===== config.mk =====
export PLATFORM = sky130hd
export DESIGN_NAME = comparator_control_logic
export DESIGN_NICKNAME = d
export VERILOG_FILES = /design/src/cmp_pkg.sv /design/src/cmp_sync.sv /design/src/cmp_edge.sv /design/src/comparator_control_logic.sv
export SDC_FILE = /design/constraint.sdc
export NUM_CORES = 1
export LEC_CHECK = 0
export ABC_CLOCK_PERIOD_IN_PS = 1830
export BUFFER_PORTS_ARGS = -buffer_cell sky130_fd_sc_hd__clkbuf_2
export CAP_MARGIN = 20
export CORE_UTILIZATION = 44
export CTS_CLUSTER_SIZE = 16
export DETAILED_ROUTE_END_ITERATION = 7
export PLACE_DENSITY_LB_ADDON = 0.2
export SETUP_SLACK_MARGIN = 0.3
export SLEW_MARGIN = 20
export SYNTH_ARGS = -nofsm -noshare
export SYNTH_HDL_FRONTEND = slang
export SYNTH_HIERARCHICAL = 1
export SYNTH_SLANG_ARGS = --single-unit
export TNS_END_PERCENT = 100

===== constraint.sdc =====
create_clock -name clk -period 1.83 [get_ports clk]
set_clock_uncertainty 0.1 [all_clocks]
set_input_delay 0.183 -clock clk [delete_from_list [all_inputs] [get_ports clk]]
set_output_delay 0.183 -clock clk [all_outputs]
set_load 0.01 [all_outputs]

===== src/cmp_pkg.sv =====
package cmp_pkg;
	// Register offsets are multiples of four: printed values are word indices
	localparam logic [7:0] IDX_CONV_B = 8'h03;
	localparam logic [7:0] IDX_CMP_CS = 8'h08;
	localparam logic [7:0] IDX_IRQ_STATUS = 8'h10;
	localparam logic [7:0] IDX_IRQ_ENABLE = 8'h11;
	localparam logic [7:0] IDX_IRQ_CLEAR = 8'h12;
	localparam logic [7:0] IDX_CTRL_EXT = 8'h13;
	localparam int ADDR_LSB = 2;
	localparam int ADDR_W = 8;
	// Field positions
	localparam int CONV_B_NEGMUX = 6;
	localparam logic [7:0] CONV_B_WMASK = 8'he7;
	localparam logic [7:0] CONV_B_RESET = 8'h00;
	localparam int CS_POWER_OFF = 7;
	localparam int CS_BANDGAP = 6;
	localparam int CS_OUTPUT = 5;
	localparam int CS_FLAG = 4;
	localparam int CS_IRQ_EN = 3;
	localparam int CS_MODE_HI = 1;
	localparam int CS_MODE_LO = 0;
	localparam int EXT_CONV_EN = 0;
	localparam int EXT_GLOBAL_IE = 1;
	localparam int EXT_CHAN_LO = 2;
	localparam int EXT_CHAN_HI = 3;
	localparam int EXT_BITS = 4;
	localparam int IRQ_EVENT = 0;
	localparam int IRQ_BITS = 1;
	localparam int SYNC_STAGES = 2;
	// Event modes
	localparam logic [1:0] MODE_TOGGLE = 2'h0;
	localparam logic [1:0] MODE_RESVD = 2'h1;
	localparam logic [1:0] MODE_FALL = 2'h2;
	localparam logic [1:0] MODE_RISE = 2'h3;
	localparam logic [31:0] RDATA_UNMAPPED = 32'h00000000;
endpackage


===== src/cmp_sync.sv =====
`timescale 1ns/1ps
module cmp_sync
	import cmp_pkg::*;
(
	input wire logic clk,
	input wire logic sys_rst,
	input wire logic async_in,
	output logic sync_out
);
	logic [SYNC_STAGES-1:0] stage;
	// Only the last stage is visible outside
	always_ff @(posedge clk or posedge sys_rst) begin
		if (sys_rst) begin
			stage <= '0;
		end else begin
			stage <= {stage[SYNC_STAGES-2:0], async_in};
		end
	end
	assign sync_out = stage[SYNC_STAGES-1];
endmodule // cmp_sync


===== src/cmp_edge.sv =====
`timescale 1ns/1ps
module cmp_edge
	import cmp_pkg::*;
(
	input wire logic clk,
	input wire logic sys_rst,
	input wire logic level,
	input wire logic [1:0] mode,
	output logic event_pulse
);
	logic prev;
	wire rise = level & ~prev;
	wire fall = ~level & prev;
	wire hit = (mode == MODE_TOGGLE) ? (rise | fall) :
		(mode == MODE_FALL) ? fall :
		(mode == MODE_RISE) ? rise : 1'b0;
	// Previous value is reset low, so a high level after reset reads as one rising edge
	always_ff @(posedge clk or posedge sys_rst) begin
		if (sys_rst) begin
			prev <= 1'b0;
		end else begin
			prev <= level;
		end
	end
	assign event_pulse = hit;
endmodule // cmp_edge


===== src/comparator_control_logic.sv =====
// The APB register port was decided locally.
`timescale 1ns/1ps
// Behaviour
// - Raw result high when selected positive input exceeds selected negative input.
// - Negative input is channel pin when negmux enabled and converter off, else pin.
// - Bandgap select routes the reference to the positive input, else positive pin.
// - Raw result is synchronised before it reads as the output bit.
// - Event flag set by hardware on the selected event of the synchronised output.
// - Mode 00 toggle, 01 reserved, 10 falling edge, 11 rising edge.
// - Interrupt request only while flag, local enable and global enable are set.
// - Flag clears when the processor takes the comparator vector.
// - Writing one to the flag clears it; zero leaves it.
// - Power off bit removes comparator power; writable any time.
// - Bit 2 of control/status reads zero, writes ignored.
module comparator_control_logic
	import cmp_pkg::*;
(
	input wire logic clk,
	input wire logic sys_rst,
	input wire logic psel,
	input wire logic penable,
	input wire logic pwrite,
	input wire logic [31:0] paddr,
	input wire logic [31:0] pwdata,
	input wire logic [3:0] pstrb,
	output logic [31:0] prdata,
	output logic pready,
	output logic pslverr,
	input wire logic cmp_raw,
	input wire logic vector_ack,
	output logic cmp_power_off,
	output logic bandgap_select,
	output logic neg_sel_channel,
	output logic [1:0] channel_select_low,
	output logic cmp_irq_req,
	output logic irq
);
	// ----------------------------------------
	// Register state
	// ----------------------------------------
	logic [7:0] conv_b;
	logic cs_power_off;
	logic cs_bandgap;
	logic cmp_event_flag;
	logic cmp_irq_enable;
	logic [1:0] event_mode;
	logic [EXT_BITS-1:0] ctrl_ext;
	logic irq_status;
	logic irq_enable;
	logic cmp_output_bit;
	logic event_pulse;

	// ----------------------------------------
	// Bus decode
	// ----------------------------------------
	wire access = psel & penable;
	wire wr = access & pwrite & pstrb[0];
	wire rd = access & ~pwrite;
	wire [ADDR_W-1:0] idx = paddr[ADDR_LSB+ADDR_W-1:ADDR_LSB];
	wire aligned = (paddr[ADDR_LSB-1:0] == 2'b00) & (paddr[31:ADDR_LSB+ADDR_W] == '0);
	wire hit_b = aligned & (idx == IDX_CONV_B);
	wire hit_cs = aligned & (idx == IDX_CMP_CS);
	wire hit_st = aligned & (idx == IDX_IRQ_STATUS);
	wire hit_en = aligned & (idx == IDX_IRQ_ENABLE);
	wire hit_cl = aligned & (idx == IDX_IRQ_CLEAR);
	wire hit_ext = aligned & (idx == IDX_CTRL_EXT);
	wire mapped = hit_b | hit_cs | hit_st | hit_en | hit_cl | hit_ext;
	wire wr_b = wr & hit_b;
	wire wr_cs = wr & hit_cs;
	wire wr_en = wr & hit_en;
	wire wr_cl = wr & hit_cl;
	wire wr_ext = wr & hit_ext;

	wire negmux_enable = conv_b[CONV_B_NEGMUX];
	wire converter_enable = ctrl_ext[EXT_CONV_EN];
	wire global_irq_enable = ctrl_ext[EXT_GLOBAL_IE];
	wire [1:0] chan = ctrl_ext[EXT_CHAN_HI:EXT_CHAN_LO];

	// Bit 2 is built as a constant zero
	wire [7:0] cs_read = {cs_power_off, cs_bandgap, cmp_output_bit, cmp_event_flag,
		cmp_irq_enable, 1'b0, event_mode};
	wire [31:0] next_prdata =
		hit_b ? {24'h000000, conv_b} :
		hit_cs ? {24'h000000, cs_read} :
		hit_st ? {31'h00000000, irq_status} :
		hit_en ? {31'h00000000, irq_enable} :
		hit_ext ? {28'h0000000, ctrl_ext} :
		RDATA_UNMAPPED;

	// ----------------------------------------
	// Analog path: synchroniser and event detection
	// ----------------------------------------
	// cmp_raw is the analog core's result, already the comparison of the routed inputs
	cmp_sync u_sync (
		.clk(clk),
		.sys_rst(sys_rst),
		.async_in(cmp_raw),
		.sync_out(cmp_output_bit)
	);
	cmp_edge u_edge (
		.clk(clk),
		.sys_rst(sys_rst),
		.level(cmp_output_bit),
		.mode(event_mode),
		.event_pulse(event_pulse)
	);

	// Hardware set wins over any clear in the same cycle
	wire flag_clr = vector_ack | (wr_cs & pwdata[CS_FLAG]);
	wire next_flag = event_pulse | (cmp_event_flag & ~flag_clr);
	wire next_status = event_pulse | (irq_status & ~(wr_cl & pwdata[IRQ_EVENT]));
	wire next_req = next_flag & cmp_irq_enable & global_irq_enable;
	wire next_neg = negmux_enable & ~converter_enable;

	// ----------------------------------------
	// Registers
	// ----------------------------------------
	always_ff @(posedge clk or posedge sys_rst) begin
		if (sys_rst) begin
			conv_b <= CONV_B_RESET;
			cs_power_off <= 1'b0;
			cs_bandgap <= 1'b0;
			cmp_irq_enable <= 1'b0;
			event_mode <= MODE_TOGGLE;
			ctrl_ext <= '0;
			irq_enable <= 1'b0;
		end else begin
			if (wr_b) begin
				conv_b <= pwdata[7:0] & CONV_B_WMASK;
			end
			if (wr_cs) begin
				cs_power_off <= pwdata[CS_POWER_OFF];
				cs_bandgap <= pwdata[CS_BANDGAP];
				cmp_irq_enable <= pwdata[CS_IRQ_EN];
				event_mode <= pwdata[CS_MODE_HI:CS_MODE_LO];
			end
			if (wr_ext) begin
				ctrl_ext <= pwdata[EXT_BITS-1:0];
			end
			if (wr_en) begin
				irq_enable <= pwdata[IRQ_EVENT];
			end
		end
	end

	always_ff @(posedge clk or posedge sys_rst) begin
		if (sys_rst) begin
			cmp_event_flag <= 1'b0;
			irq_status <= 1'b0;
		end else begin
			cmp_event_flag <= next_flag;
			irq_status <= next_status;
		end
	end

	// Outputs to the analog core are registered copies
	always_ff @(posedge clk or posedge sys_rst) begin
		if (sys_rst) begin
			cmp_power_off <= 1'b0;
			bandgap_select <= 1'b0;
			neg_sel_channel <= 1'b0;
			channel_select_low <= 2'b00;
			cmp_irq_req <= 1'b0;
			irq <= 1'b0;
		end else begin
			cmp_power_off <= cs_power_off;
			bandgap_select <= cs_bandgap;
			neg_sel_channel <= next_neg;
			channel_select_low <= chan;
			cmp_irq_req <= next_req;
			irq <= next_status & irq_enable;
		end
	end

	// ----------------------------------------
	// APB answer: zero wait states
	// ----------------------------------------
	always_ff @(posedge clk or posedge sys_rst) begin
		if (sys_rst) begin
			prdata <= 32'h00000000;
			pready <= 1'b0;
			pslverr <= 1'b0;
		end else begin
			pready <= psel & ~penable;
			pslverr <= psel & ~penable & ~mapped;
			if (psel & ~penable & ~pwrite) begin
				prdata <= next_prdata;
			end
		end
	end

	// ----------------------------------------
	// Checks
	// ----------------------------------------
	logic req_d;
	always_ff @(posedge clk or posedge sys_rst) begin
		if (sys_rst) begin
			req_d <= 1'b0;
		end else begin
			req_d <= rd;
		end
	end

	AST_REQ_NEEDS_ALL: assert property (@(posedge clk) disable iff (sys_rst)
		cmp_irq_req |-> $past(cmp_irq_enable & global_irq_enable))
		else $error("Interrupt request without both enables");
	AST_FLAG_ON_EVENT: assert property (@(posedge clk) disable iff (sys_rst)
		event_pulse |=> cmp_event_flag)
		else $error("Event did not set the flag");
	AST_VECTOR_CLEARS: assert property (@(posedge clk) disable iff (sys_rst)
		(vector_ack & ~event_pulse) |=> ~cmp_event_flag)
		else $error("Vector did not clear the flag");
	AST_W1C_FLAG: assert property (@(posedge clk) disable iff (sys_rst)
		(wr_cs & ~pwdata[CS_FLAG] & ~vector_ack & cmp_event_flag) |=> cmp_event_flag)
		else $error("Writing zero changed the flag");
	AST_RESERVED_ZERO: assert property (@(posedge clk) disable iff (sys_rst)
		(pready & rd & hit_cs) |-> (prdata[2] == 1'b0))
		else $error("Reserved bit read as one");
	AST_FALL_ONLY: assert property (@(posedge clk) disable iff (sys_rst)
		(event_mode == MODE_FALL && event_pulse) |-> (!cmp_output_bit && $past(cmp_output_bit)))
		else $error("Fall event without a falling edge");
	AST_TOGGLE_EVENT: assert property (@(posedge clk) disable iff (sys_rst)
		(event_mode == MODE_TOGGLE && (cmp_output_bit != $past(cmp_output_bit))) |-> event_pulse)
		else $error("Toggle missed in toggle mode");
	AST_READY_PULSE: assert property (@(posedge clk) disable iff (sys_rst)
		pready |=> ~pready)
		else $error("Ready held longer than one cycle");
	AST_ERR_WITH_READY: assert property (@(posedge clk) disable iff (sys_rst)
		pslverr |-> pready)
		else $error("Slave error without ready");
	AST_BANDGAP_FOLLOWS: assert property (@(posedge clk) disable iff (sys_rst)
		wr_cs |-> ##2 (bandgap_select == $past(pwdata[CS_BANDGAP], 2)))
		else $error("Bandgap select not applied");
	AST_RESERVED_MODE: assert property (@(posedge clk) disable iff (sys_rst)
		(event_mode == MODE_RESVD) |-> ~event_pulse)
		else $error("Event in reserved mode");
	AST_RISE_ONLY: assert property (@(posedge clk) disable iff (sys_rst)
		(event_mode == MODE_RISE && event_pulse) |-> (cmp_output_bit && !$past(cmp_output_bit)))
		else $error("Rise event without a rising edge");
	AST_SYNC_LAT: assert property (@(posedge clk) disable iff (sys_rst)
		$rose(cmp_raw) ##1 cmp_raw |-> ##1 cmp_output_bit)
		else $error("Output bit latency above two cycles");
	AST_NEG_ROUTE: assert property (@(posedge clk) disable iff (sys_rst)
		converter_enable |=> ~neg_sel_channel)
		else $error("Channel routed while converter on");
	AST_POWER_FOLLOWS: assert property (@(posedge clk) disable iff (sys_rst)
		wr_cs |-> ##2 (cmp_power_off == $past(pwdata[CS_POWER_OFF], 2)))
		else $error("Power off bit not applied");
endmodule // comparator_control_logic


# Word level (Yosys, flattened, before mapping)

Index checks and enable logic that the tools add are counted.

Input bits: 75
Register bits after elaboration: 62
Memories kept: 0
Bits in writable memories: 0
Output and inout port bits: 41
Memory bits (read-only): 0
Bits in latches: 0

Multipliers: 0
Muxes and demuxes: 8
Bitwise gates (word level): 45
Reductions and logical operators: 3
Add/subtract/negate cells: 0
Shifts and indexed selects: 0
Magnitude comparators: 0
Divide/modulo/power cells: 0
Eq/ne operators: 8

Operators with widths:

| cell                                                                   | count |
|---|---|
| 8-bit by 5-bit equality test with 1-bit output (second input constant) | 4 |
| 1-bit bitwise AND                                                      | 28 |
| 22-bit zero test                                                       | 1 |
| 8-bit two-way mux                                                      | 2 |
| 4-bit two-way mux                                                      | 3 |
| 1-bit bitwise OR                                                       | 9 |
| 8-bit by 2-bit equality test with 1-bit output (second input constant) | 1 |
| 8-bit by 4-bit equality test with 1-bit output (second input constant) | 1 |
| 1-bit inverter                                                         | 8 |
| 2-bit equality test (second input constant)                            | 2 |
| 2-bit zero test                                                        | 2 |
| 1-bit two-way mux                                                      | 3 |

# Depth between registers and ports, before layout

Gate-level depths: netlist (run 1).

Word-level depth: 11
Depth in mapped cells: 6
Depth with buffers taken out: 6

# Cells and area by module

The synthesis (run 1) kept the hierarchy.

By module, submodules not included:

| module                   | sequential area each (sq um) | times used | area an instance (sq um) | cells each |
|---|---|---|---|---|
| comparator_control_logic | 875.8                        | 1          | 1925.6                   | 161 |
| cmp_edge                 | 25.0                         | 1          | 85.1                     | 9 |
| cmp_sync                 | 50.0                         | 1          | 53.8                     | 3 |

# Worst setup path after synthesis (run 1)

Ideal clock, no wire load.

Path kind: in2reg
Start: in paddr[16]
End: reg cmp_irq_enable
Arrival: 1597 ps
Library setup time: 125 ps
Slack: 8 ps
Stages on the path: 4
Required time: 1605 ps
Cells stage by stage: nor4_1 nand2_2 nor4_4 mux2_4

Longest elaborated chain between the ends: 4

RTL lines:

| what                 | line                            | text |
|---|---|---|
| from (decl)          | comparator_control_logic.sv:23  | `input wire logic [31:0] paddr,` |
| 22-bit zero test     | comparator_control_logic.sv:60  | `wire aligned = (paddr[ADDR_LSB-1:0] == 2'b00) & (paddr[31:ADDR_LSB+ADDR_W] == '0);` |
| 1-bit bitwise AND    | comparator_control_logic.sv:60  |  |
| 1-bit bitwise AND    | comparator_control_logic.sv:62  | `wire hit_cs = aligned & (idx == IDX_CMP_CS);` |
| 1-bit bitwise AND    | comparator_control_logic.sv:69  | `wire wr_cs = wr & hit_cs;` |
| to (signal assigned) | comparator_control_logic.sv:134 | `cmp_irq_enable <= pwdata[CS_IRQ_EN];` |
| to (decl)            | comparator_control_logic.sv:45  | `logic cmp_irq_enable;` |

No other way between the ends.
A chain may end at the register's enable or synchronous reset.

# Final worst setup path (run 1)

Start: in paddr[23]
End: reg prdata[1]

Longest elaborated chain between the ends: 8

RTL lines:

| what                 | line                            | text |
|---|---|---|
| 22-bit zero test *   | comparator_control_logic.sv:60  |  |
| 1-bit bitwise AND *  | comparator_control_logic.sv:60  |  |
| 1-bit bitwise AND    | comparator_control_logic.sv:66  | `wire hit_ext = aligned & (idx == IDX_CTRL_EXT);` |
| 4-bit two-way mux    | comparator_control_logic.sv:87  | `hit_ext ? {28'h0000000, ctrl_ext} :` |
| 4-bit two-way mux    | comparator_control_logic.sv:86  | `hit_en ? {31'h00000000, irq_enable} :` |
| 4-bit two-way mux    | comparator_control_logic.sv:85  | `hit_st ? {31'h00000000, irq_status} :` |
| 8-bit two-way mux    | comparator_control_logic.sv:84  | `hit_cs ? {24'h000000, cs_read} :` |
| 8-bit two-way mux *  | comparator_control_logic.sv:83  | `hit_b ? {24'h000000, conv_b} :` |
| to (signal assigned) | comparator_control_logic.sv:187 | `prdata <= next_prdata;` |
| to (decl)            | comparator_control_logic.sv:26  | `output logic [31:0] prdata,` |

Mark *: on every way between the ends. The rest lies on a longest branch, timed or not.

==> key figures, run 1 <==
STA
  – Hold slack: 0.0374 ns
  – RSZ-0062 raised after global routing: yes
  – Max-slew violation count: 0
  – Hold Fails Final Rpt: 0
  – Final Cycle Share: 86.0%
  – Setup TNS: 0 ns
  – Final Setup Violations: 0
  – Fmax: 0.636 GHz
  – Final min period: 1.57 ns

Worst setup path
  – Critical Path Start Type: primary input
  – Arr. time, crit path: 1.65 ns
  – CP top delay family: simple AND/OR/NAND/NOR gates
  – CP peak stage delay: 0.35 ns
  – Setup CP Type: in -> reg
  – Critical-path top delay cell: or2_1
  – Worst-path cell chain: buf_6, nor4_4, buf_4, nand3_1, or2_1, o41ai_1
  – Crit end category: register
  – Buf/Inv on CP: 2
  – Worst-path maximum fanout: 5
  – Critical Path RT: 1.91 ns

Worst hold path
  – HP Class: in -> reg

Global routing
  – Largest net degree at the start of global routing: 36
  – First-pass GRT wire length: 7020 um
  – Total global routing overflow: 0
  – Number of global-route vias before repair: 1,491
  – Initial antenna violation count: 0
  – Total GRT Usage: a little under a fifth

Floorplan
  – Starting Density: 46.5%
  – I/O pins: 116
  – Die height: slightly above 70 um
  – Total die area: 4970 um^2
  – Num rows: 24
  – Die X: roughly 70 um
  – CORE AREA: about 4400 um^2

Clocking
  – Num CTS Buffers: 5
  – CTS Root Cell: clkbuf_8
  – CTS tree: yes
  – Worst-Skew Late Latency: 0.28 ns
  – H-tree depth: 2
  – CTS max path bufs: 2
  – CTS clk-pin slew, worst paths: 0.07 ns
  – Clock tree sinks: 38

Yosys
  – Asr flop ratio synth: 100%
  – Predominant post-synthesis flop cell: dfrtp_1
  – Post-synthesis register bit count: 38
  – Share of the synthesized area in the top cell type: approximately 46%
  – Sequential fraction of the synthesis area: 46.1%
  – Synth area leader: dfrtp_1
  – Mapped cell area: 2060 um^2
  – Synth Warn #: 6
  – Area contributors post-synth: dfrtp_1, buf_4, nor4_4
  – Synth cell types: 41
  – Syn Area/Cell: 11.9 um^2
  – Cells after Synth: 173
  – Post-synth EDFFs: 0

Pwr
  – Power Density: ~680 nW/um^2
  – VDD IR max: 0.381 mV
  – Leak: about 1.5 nW
  – Pwr Total: between 0.0015 and 0.002 W

Finish
  – Fin util: roughly 64%
  – Area grow syn2layout: 37.8%
  – Layout cells sized above 1: 52.4%
  – Fillers: 365
  – Final nets: 343
  – # diodes: 0
  – Layout Cells excl Fill: 319

Placed design
  – Routability congestion estimate: 0.755
  – Port buffer count: 64
  – Placed insts: 299
  – Hpwl dp: 3200 um

Routing
  – First DRT Iteration DRCs: 80
  – DR vias: 1,552
  – DRC: 12
  – Drt pass-1 iters: 6
  – Total Wirelength: 4420 um
  – WL/cell: 13.8 um
  – Via/cell ratio: ~4.9
  – Routed Antenna Nets: 0

Run
  – Max_cap viols: 0

Outcome
  – Status: finished, violations left
  – Failing checks: design-rule violations
[synth_stat cells (2+ instances only)]
cell type / n
a21oi_1: 5
a22oi_1: 5
and2_1: 2
buf_4: 24
clkbuf_1: 2
dfrtp_1: 38
ha_1: 2
inv_1: 8
mux2_2: 11
mux2_4: 5
nand2_1: 14
nand2_2: 2
nand3_1: 2
nor2_1: 4
nor2b_1: 5
nor3_1: 2
nor4_1: 4
nor4_4: 8
o21ai_0: 2
o31ai_1: 7
[path summary, 6_finish.rpt]
| check | startpoint | end | slack, ns | cells past startpoint |
|---|---|---|---|---|
| setup / recovery | paddr[23] | prdata[1]$_DFFE_PP0P_ | 0.26 | 6 |
| hold / removal | pwdata[5] | conv_b[5]$_DFFE_PP0P_ | 0.04 | 2 |
| setup reg to reg | u_sync/stage[1]$_DFF_PP0_ | cmp_event_flag$_DFF_PP0_ | 0.28 | 6 |
| hold reg to reg | u_sync/stage[0]$_DFF_PP0_ | u_sync/stage[1]$_DFF_PP0_ | 0.26 | 0 |
| max in group asynchronous | sys_rst | prdata[1]$_DFFE_PP0P_ | 0.88 | 4 |
| min in group asynchronous | sys_rst | u_edge/prev$_DFF_PP0_ | 0.18 | 3 |
[per-layer routing]
metal	vias up	global-route usage [%]	wire [um]	part of all wire [%]
met5	-	0	0	0
met4	0	4.76	25	0.57
met3	4	3.46	162	3.7
met2	40	30.1	2190	50
met1	750	24.7	2040	46
li1	758	-	-	-
[flip-flops by register name, indices dropped and copies added (netlist names), 2 cells and up]
| name | count |
|---|---|
| prdata | 8 |
| conv_b | 6 |
| ctrl_ext | 4 |
| channel_select_low | 2 |
| event_mode | 2 |
| u_sync/stage | 2 |
[placed cells by master, fill, tap and decap left out, drive strengths merged, types with 2 or more instances in the layout]
cell / count
clkbuf: 65
nor2: 4
and2: 2
nand4: 2
a22oi: 5
inv: 8
or2: 2
ha: 2
nor4: 12
bufinv: 2
nor3: 2
dlygate4sd3: 3
nand2: 16
conb: 24
nor2b: 5
nand3: 2
buf: 28
a21oi: 5
dfrtp: 38
mux2: 17
o21ai: 2
o31ai: 7
[timing repair]
| item | CTS | global route |
|---|---|---|
| setup buffers | 4 | 5 |
| gates cloned | 0 | 0 |
| gates resized for setup | 13 | 17 |
| setup endpoints to repair | 19 | 21 |
| endpoints found under the hold margin | 40 | 0 |
| hold buffers | 3 | 0 |
| pin swaps | 7 | 11 |
[metrics by stage]
| stage | instance area, um^2 | worst slack (ns) |
|---|---|---|
| after floorplan | 2180 | 0.0359 |
| after global placement | 2480 | -0.0820 |
| after detailed placement | 2480 | -0.0916 |
| after CTS | 2740 | 0.279 |
| after global routing | 2850 | 0.209 |
| final | 2850 | 0.257 |
[area by class of cell]
class / count / area, um^2 / area share, %
multi-input combinational: 123 / 1080 / 38.0
sequential: 38 / 951 / 33.4
timing repair buffer: 90 / 574 / 20.2
clock buffer: 6 / 82.6 / 2.90
tap: 52 / 65.1 / 2.29
clock inverter: 2 / 60.1 / 2.11
inverter: 8 / 30.0 / 1.06
[cell families after synthesis]
logic type	after synthesis	synth area share, %
buffers and inverters	35	11.1
adders and majority gates	2	1.21
and+or+nand+nor	54	22.4
DFF	38	46.1
other	1	0.182
muxes	18	10.7
AOI/OAI and AO/OA	25	8.42
[power by group]
group          total, W  internal, W  switching, W
clock          0.000870     0.000581      0.000289
sequential     0.000853     0.000847    0.00000533
combinational  0.000222    0.0000979      0.000124
[worst reg2reg max path, cell delays in order, from the launching register on]
cell and delay (ns):
dfrtp_1 0.41, inv_1 0.06, ha_2 0.17, mux2_4 0.27
a21o_4 0.23, a21oi_2 0.14, a21oi_1 0.05
Note: power is estimated with default switching activity, not from simulation.
==> run 2, diff against run 1 <==
--- a/config.mk
+++ b/config.mk
@@ -5,13 +5,12 @@
 export SDC_FILE = /design/constraint.sdc
 export NUM_CORES = 1
 export LEC_CHECK = 0
-export ABC_CLOCK_PERIOD_IN_PS = 1830
 export BUFFER_PORTS_ARGS = -buffer_cell sky130_fd_sc_hd__clkbuf_2
 export CAP_MARGIN = 20
 export CORE_UTILIZATION = 44
 export CTS_CLUSTER_SIZE = 16
 export DETAILED_ROUTE_END_ITERATION = 7
-export PLACE_DENSITY_LB_ADDON = 0.2
+export PLACE_DENSITY = 0.77
 export SETUP_SLACK_MARGIN = 0.3
 export SLEW_MARGIN = 20
 export SYNTH_ARGS = -nofsm -noshare
==> run 2 against run 1 <==
Critical path type is now reg -> reg; sequential power hardly changed; count of clock-buffer cells in the layout decreased by 1; global-route usage is 0.070 points lower; die area unchanged; highest routed layer unchanged; critical endpoint is now cmp_irq_req$_DFF_PP0_; the run still ends with design-rule violations left.
==> key figures, run 2 (same netlist as run 1, synthesis figures left out) <==
Worst setup path
  – Critical-path top delay cell: dfrtp_1
  – Setup CP Type: reg -> reg
  – Worst-path maximum fanout: 4 (-1)
  – R2R Path End: cmp_irq_req$_DFF_PP0_
  – Critical Path Start Type: register
  – Reg-to-reg slack, setup: 0.23 ns (-0.05 ns)
  – Crit end category: register
  – Reg2Reg Depth: 6 (unchanged)
  – CP peak stage delay: 0.40 ns (+0.05 ns)
  – Buf/Inv on CP: 1 (-1)
  – Reg-to-Reg Start: u_sync/stage[1]$_DFF_PP0_
  – Worst-path cell chain: inv_1, ha_2, mux2_4, a21o_4, nor2b_4, a211oi_2
  – Arr. time, crit path: 1.67 ns (+0.02 ns)
  – CP top delay family: flip-flops
  – Critical Path RT: 1.90 ns (about the same)
  – Critical path launch point: u_sync/stage[1]$_DFF_PP0_

STA
  – Hold slack: 0.0403 ns (+0.00287 ns)
  – Final Cycle Share: 87.4% (+1.4 points)
  – RSZ-0062 raised after global routing: yes
  – Fmax: 0.625 GHz (-1.6%)
  – Final min period: 1.60 ns (+0.0254 ns)
  – Final Setup Violations: 0 (unchanged)
  – Max-slew violation count: 0 (unchanged)
  – Hold Fails Final Rpt: 0 (unchanged)
  – Final WS setup: 0.231 ns (-0.0254 ns)

Global routing
  – First-pass GRT wire length: 6810 um (-3.0%)
  – Total global routing overflow: 0 (unchanged)
  – Global routing met3 resource utilization: 5.19% (+1.7 points)
  – Global-route met1 utilization: 20.6% (-4.2 points)
  – Largest net degree at the start of global routing: 36 (unchanged)
  – Number of global-route vias before repair: 1,508 (+1.1%)
  – Initial antenna violation count: 0 (unchanged)
  – GRT busiest layer: met2
  – Met2 GRT Util: 31.5% (+1.4 points)
  – Total GRT Usage: 18.2% (-0.070 points)

Finish
  – Register bank with the most flops: prdata
  – Most common cell after layout, fill and taps aside: clkbuf_2
  – Fin util: 64.0% (about the same)
  – Finished Cell Area: 2840 um^2 (about the same)
  – Final nets: 343 (unchanged)
  – Area grow syn2layout: 37.8% (about the same)
  – Layout cells sized above 1: 55.1% (+2.6 points)
  – # diodes: 0 (unchanged)
  – Most frequent cells in the layout: clkbuf_2, dfrtp_1, conb_1, buf_4, nand2_1
  – Layout Cells excl Fill: 319 (unchanged)
  – Largest regs: prdata x8, conv_b x6, ctrl_ext x4
  – Max FFs per register: 8 (unchanged)

Clocking
  – CTS tree: yes
  – Worst-Skew Late Latency: 0.29 ns (about the same)
  – Num CTS Buffers: 5 (unchanged)
  – H-tree depth: 2 (unchanged)
  – Clock tree sinks: 38 (unchanged)
  – CTS max path bufs: 2 (unchanged)
  – CTS clk-pin slew, worst paths: 0.08 ns (about the same)
  – CTS Root Cell: clkbuf_8

Pwr
  – Combinational Power Share: 11.7% (+0.3 points)
  – Cell internal pwr: 0.00149 W (-2.4%)
  – Psw: 0.000439 W (+5.0%)
  – VDD IR max: 0.383 mV (+0.67%)
  – Sequential power share: 44.2% (+0.4 points)
  – Sw frac: 22.8% (+1.3 points)
  – Power Density: 679 nW/um^2 (-0.73%)
  – Leak: 1.47 nW (+0.58%)
  – Clk pwr share: 44.1% (-0.6 points)

Routing
  – DRC: 8 (-4)
  – WL/cell: 13.7 um (-0.97%)
  – Routed Antenna Nets: 0 (unchanged)
  – First DRT Iteration DRCs: 61 (-24%)
  – Total Wirelength: 4370 um (-0.97%)
  – Via/cell ratio: 4.97 (+2.3%)
  – Drt pass-1 iters: 6 (unchanged)
  – DR vias: 1,587 (+2.3%)

Outcome
  – Failing checks: design-rule violations
  – Status: finished, violations left

Placed design
  – Port buffer count: 64 (unchanged)
  – Hpwl dp: 3120 um (-2.4%)
  – Place WS: -0.0550 ns (+0.0366 ns)
  – Routability congestion estimate: 0.866 (+15%)
  – Placed Area: 2480 um^2 (+0.10%)
  – Placed insts: 301 (+0.67%)

Floorplan
  – Starting Density: 46.5% (unchanged)
  – Die height: 70.5 um (unchanged)
  – Die X: 70.5 um (unchanged)
  – Total die area: 4970 um^2 (unchanged)
  – I/O pins: 116 (unchanged)
  – Num rows: 24 (unchanged)
  – CORE AREA: 4440 um^2 (unchanged)

Worst hold path
  – Hold Path End: cs_bandgap$_DFFE_PP0N_
  – HP Class: in -> reg
  – Hold_sp: pwdata[6]
  – Hold path depth: 2 (unchanged)

Run
  – Max_cap viols: 0 (unchanged)
==> run 2: what timing repair did <==
action | in CTS | in global routing
resized for setup | 8 | 27
gates cloned | 0 | 0
hold buffers | 3 | 0
setup buffers | 2 | 5
pin swaps | 4 | 8
hold endpoints to repair | 40 | 0
setup endpoints to repair | 14 | 27
==> run 2: power by group through the flow <==
stage	Clock [W]	Combinational (W)	Sequential (W)
floorplan	0	0.000125	0.000868
global placement	0	0.000182	0.000868
detailed placement	0	0.000186	0.000868
CTS	0.000865	0.000205	0.000852
global route	0.000905	0.000247	0.000853
finish	0.000851	0.000226	0.000853
==> run 2: worst max path at each step <==
stage / to / slack [ns] / depth (start not counted)
floorplan: cmp_irq_enable$_DFFE_PP0N_ / 0.04 / 4
global placement: event_mode[1]$_DFFE_PP0N_ / -0.06 / 6
detailed placement: cs_bandgap$_DFFE_PP0N_ / -0.06 / 6
CTS: cmp_event_flag$_DFF_PP0_ / 0.25 / 6
global route: cs_power_off$_DFFE_PP0N_ / 0.15 / 6
finish: cmp_irq_req$_DFF_PP0_ / 0.23 / 6
==> run 2: area by class of cell <==
| type | instances | area (um^2) |
|---|---|---|
| clock buffer | 5 | 68.8 |
| clock inverter | 3 | 68.8 |
| fill | 353 | 1600 |
| inverter | 8 | 30.0 |
| multi-input combinational | 123 | 1100 |
| sequential | 38 | 951 |
| tap | 52 | 65.1 |
| timing repair buffer | 90 | 556 |
==> run 2: layer usage <==
layer	share of wire, %	up-vias
met4	2.2	0
li1	-	758
met3	3.7	9
met2	52	52
met1	42	768
met5	0	-
==> run 2: worst reg2reg max path, cell delays in order (launching register included) <==
cell	delay (ns)
dfrtp_1	0.40
inv_1	0.07
ha_2	0.18
mux2_4	0.27
a21o_4	0.26
nor2b_4	0.14
a211oi_2	0.08
==> run 2: through the flow <==
| stage | setup TNS (ns) | total power [W] |
|---|---|---|
| final | 0 | 0.00193 |
| after global placement | -0.415 | 0.00105 |
| after global routing | 0 | 0.00201 |
| after floorplan | 0 | 0.000993 |
| after detailed placement | -0.433 | 0.00105 |
| after CTS | 0 | 0.00192 |
==> run 3, diff against run 2 <==
--- a/config.mk
+++ b/config.mk
@@ -5,12 +5,12 @@
 export SDC_FILE = /design/constraint.sdc
 export NUM_CORES = 1
 export LEC_CHECK = 0
+export ABC_AREA = 1
 export BUFFER_PORTS_ARGS = -buffer_cell sky130_fd_sc_hd__clkbuf_2
-export CAP_MARGIN = 20
 export CORE_UTILIZATION = 44
 export CTS_CLUSTER_SIZE = 16
 export DETAILED_ROUTE_END_ITERATION = 7
-export PLACE_DENSITY = 0.77
+export PLACE_DENSITY = 0.76
 export SETUP_SLACK_MARGIN = 0.3
 export SLEW_MARGIN = 20
 export SYNTH_ARGS = -nofsm -noshare
==> run 3 against run 2 <==
The flow still finishes with violations (design-rule violations); die area rose by 1.3%; worst hold slack improved by 0.0048 ns; synthesized area increased by 1.3%; synthesized cell count is 42% higher; count of clock-buffer cells in the layout up 3; critical path type unchanged; highest routed layer unchanged.
==> key figures, run 3 <==
Clocking
  – H-tree depth: 2 (unchanged)
  – Num CTS Buffers: 5 (unchanged)
  – Clock tree sinks: 38 (unchanged)
  – Cts hold-fix bufs: 3 (unchanged)
  – Worst-Skew Late Latency: 0.29 ns (about the same)
  – CTS tree: yes
  – Number of setup buffers added after CTS: 0 (-2)
  – CTS-repair resized insts: 0 (-8)
  – CTS Root Cell: clkbuf_8
  – CTS clk-pin slew, worst paths: 0.07 ns (about the same)
  – CTS max path bufs: 2 (unchanged)

Yosys
  – Count leader, synth: nand2_1
  – Post-synth top cells: nand2_1, dfrtp_1, inv_1
  – Post-synthesis register bit count: 38 (unchanged)
  – Sequential fraction of the synthesis area: 45.5% (-0.61 points)
  – Mapped cell area: 2090 um^2 (+1.3%)
  – Predominant post-synthesis flop cell: dfrtp_1
  – Cells after Synth: 245 (+42%)
  – Post-synth EDFFs: 0 (unchanged)
  – Synth Warn #: 6 (unchanged)
  – Syn Area/Cell: 8.54 um^2 (-28%)
  – Synth cell types: 36 (-12%)
  – Share of the synthesized area in the top cell type: 45.5% (-0.61 points)
  – Area contributors post-synth: dfrtp_1, nand2_1, buf_4
  – Synth area leader: dfrtp_1
  – Asr flop ratio synth: 100% (unchanged)

Floorplan
  – Num rows: 24 (unchanged)
  – Die X: 71.0 um (+0.65%)
  – CORE AREA: 4470 um^2 (+0.68%)
  – Die height: 71.0 um (+0.65%)
  – Starting Density: 46.8% (+0.30 points)
  – Total die area: 5030 um^2 (+1.3%)
  – I/O pins: 116 (unchanged)

Finish
  – # diodes: 0 (unchanged)
  – Area grow syn2layout: 20.6%
  – Register bank with the most flops: prdata
  – Finished Cell Area: 2520 um^2 (-11%)
  – Layout cells sized above 1: 32.0% (-23 points)
  – Most common cell after layout, fill and taps aside: clkbuf_2
  – Most frequent cells in the layout: clkbuf_2, nand2_1, dfrtp_1, inv_1, conb_1
  – Fin util: 56.4% (-7.6 points)
  – Final nets: 395 (+15%)
  – Largest regs: prdata x8, conv_b x6, ctrl_ext x4
  – Max FFs per register: 8 (unchanged)

Worst setup path
  – Worst-path cell chain: inv_1, ha_1, inv_1, nand2_1, nand3_1, inv_1, a21boi_0
  – Arr. time, crit path: 1.46 ns (-0.21 ns)
  – Buf/Inv on CP: 3 (+2)
  – Setup crit end: irq$_DFF_PP0_
  – Critical path launch point: u_sync/stage[1]$_DFF_PP0_
  – R2R Path End: irq$_DFF_PP0_
  – Setup CP Type: reg -> reg
  – Reg2Reg Depth: 7 (+1)
  – CP peak stage delay: 0.42 ns (+0.02 ns)
  – Critical-path top delay cell: dfrtp_1
  – Worst-path maximum fanout: 4 (unchanged)
  – Reg-to-Reg Start: u_sync/stage[1]$_DFF_PP0_
  – Worst path depth: 7 (+1)
  – Reg-to-reg slack, setup: 0.48 ns (+0.25 ns)
  – Critical Path Start Type: register
  – Crit path top cell by count: inv_1
  – CP top delay family: flip-flops
  – Crit end category: register
  – Critical Path RT: 1.94 ns (+0.04 ns)

Pwr
  – Power Density: 667 nW/um^2 (-1.7%)
  – Clk pwr share: 39.3% (-4.8 points)
  – VDD IR max: 0.442 mV (+15%)
  – Leak: 1.50 nW (+2.5%)
  – Sequential power share: 50.9% (+6.7 points)
  – Combinational Power Share: 9.8% (-1.9 points)
  – Sw frac: 23.0% (+0.28 points)
  – Cell internal pwr: 0.00130 W (-13%)
  – Psw: 0.000388 W (-12%)

Routing
  – DRC: 5 (-3)
  – Via/cell ratio: 4.57 (-8.1%)
  – DR vias: 1,696 (+6.9%)
  – First DRT Iteration DRCs: 160 (+160%)
  – WL/cell: 10.8 um (-21%)
  – Routed Antenna Nets: 0 (unchanged)
  – Total Wirelength: 3990 um (-8.7%)
  – Drt pass-1 iters: 6 (unchanged)

Worst hold path
  – HP Class: in -> reg
  – Hold path depth: 3 (+1)

STA
  – Setup TNS: 0 ns (unchanged)
  – RSZ-0062 raised after global routing: no
  – Final Cycle Share: 73.8% (-14 points)
  – Fmax: 0.741 GHz (+18%)
  – Max-slew violation count: 0 (unchanged)
  – Final min period: 1.35 ns (-0.249 ns)
  – Hold Fails Final Rpt: 0 (unchanged)
  – Final Setup Violations: 0 (unchanged)

Outcome
  – Status: finished, violations left
  – Failing checks: design-rule violations

Global routing
  – Largest net degree at the start of global routing: 36 (unchanged)
  – Initial antenna violation count: 0 (unchanged)
  – First-pass GRT wire length: 6980 um (+2.4%)
  – Total GRT Usage: 17.8% (-0.34 points)
  – Number of global-route vias before repair: 1,617 (+7.2%)
  – Total global routing overflow: 0 (unchanged)

Placed design
  – Port buffer count: 64 (unchanged)
  – Routability congestion estimate: 0.798 (-7.9%)
  – Placed Area: 2380 um^2 (-3.9%)
  – Hpwl dp: 3170 um (+1.5%)

Run
  – Max_cap viols: 0 (unchanged)
[run 3: logic make-up (layout without fill, tap and decap cells)]
logic type,count (synthesis),after routing,share of synthesized area [%]
and+or+nand+nor,119,119,29.4
buffers and inverters,58,109,15.3
DFF,38,38,45.5
AOI/OAI and AO/OA,26,26,7.95
adders and majority gates,2,2,1.20
other,1,24,0.179
muxes,1,1,0.478
[run 3: metrics by stage]
step / hold slack, ns / cells / worst slack (ns) / total power [W]
after floorplan: -0.188 / 268 / 0.528 / 0.000997
after global placement: -0.0711 / 360 / 0.270 / 0.00103
after detailed placement: -0.0702 / 360 / 0.270 / 0.00104
after CTS: 0.0468 / 371 / 0.450 / 0.00169
after global routing: 0.0604 / 371 / 0.377 / 0.00175
final: 0.0451 / 371 / 0.480 / 0.00168
[run 3: power groups by stage]
stage | Sequential, W | Clock [W] | Combinational [W]
after floorplan | 0.000874 | 0 | 0.000122
after global placement | 0.000872 | 0 | 0.000158
after detailed placement | 0.000873 | 0 | 0.000162
after CTS | 0.000857 | 0.000670 | 0.000168
after global routing | 0.000857 | 0.000709 | 0.000189
final | 0.000856 | 0.000662 | 0.000165
[run 3: cell type report]
| cell class | instances | area (um^2) |
|---|---|---|
| Clock buffer | 8 | 110 |
| Timing Repair Buffer | 69 | 365 |
| Inverter | 32 | 125 |
| Multi-Input combinational cell | 172 | 907 |
| Fill cell | 423 | 1950 |
| Sequential cell | 38 | 951 |
| Tap cell | 52 | 65.1 |
[run 3: worst min path at each step]
stage / endpoint / slack [ns] / from
floorplan: u_edge/prev$_DFF_PP0_ / -0.19 / sys_rst
CTS: conv_b[7]$_DFFE_PP0P_ / 0.05 / pwdata[7]
finish: conv_b[6]$_DFFE_PP0P_ / 0.05 / pwdata[6]
global placement: u_edge/prev$_DFF_PP0_ / -0.07 / sys_rst
detailed placement: u_edge/prev$_DFF_PP0_ / -0.07 / sys_rst
global route: conv_b[6]$_DFFE_PP0P_ / 0.06 / pwdata[6]
[run 3: routing by layer]
| layer | track usage [%] | vias to the layer above | part of all wire (%) |
|---|---|---|---|
| li1 | - | 862 | - |
| met5 | 0 | - | 0 |
| met3 | 3.42 | 7 | 5.2 |
| met4 | 7.78 | 0 | 1.2 |
| met1 | 21.6 | 780 | 41 |
| met2 | 31.1 | 47 | 53 |
[run 3: worst min-delay path, stage by stage]
cell and delay (ns):
clkbuf_2 0.08, inv_1 0.07, o21ai_2 0.06
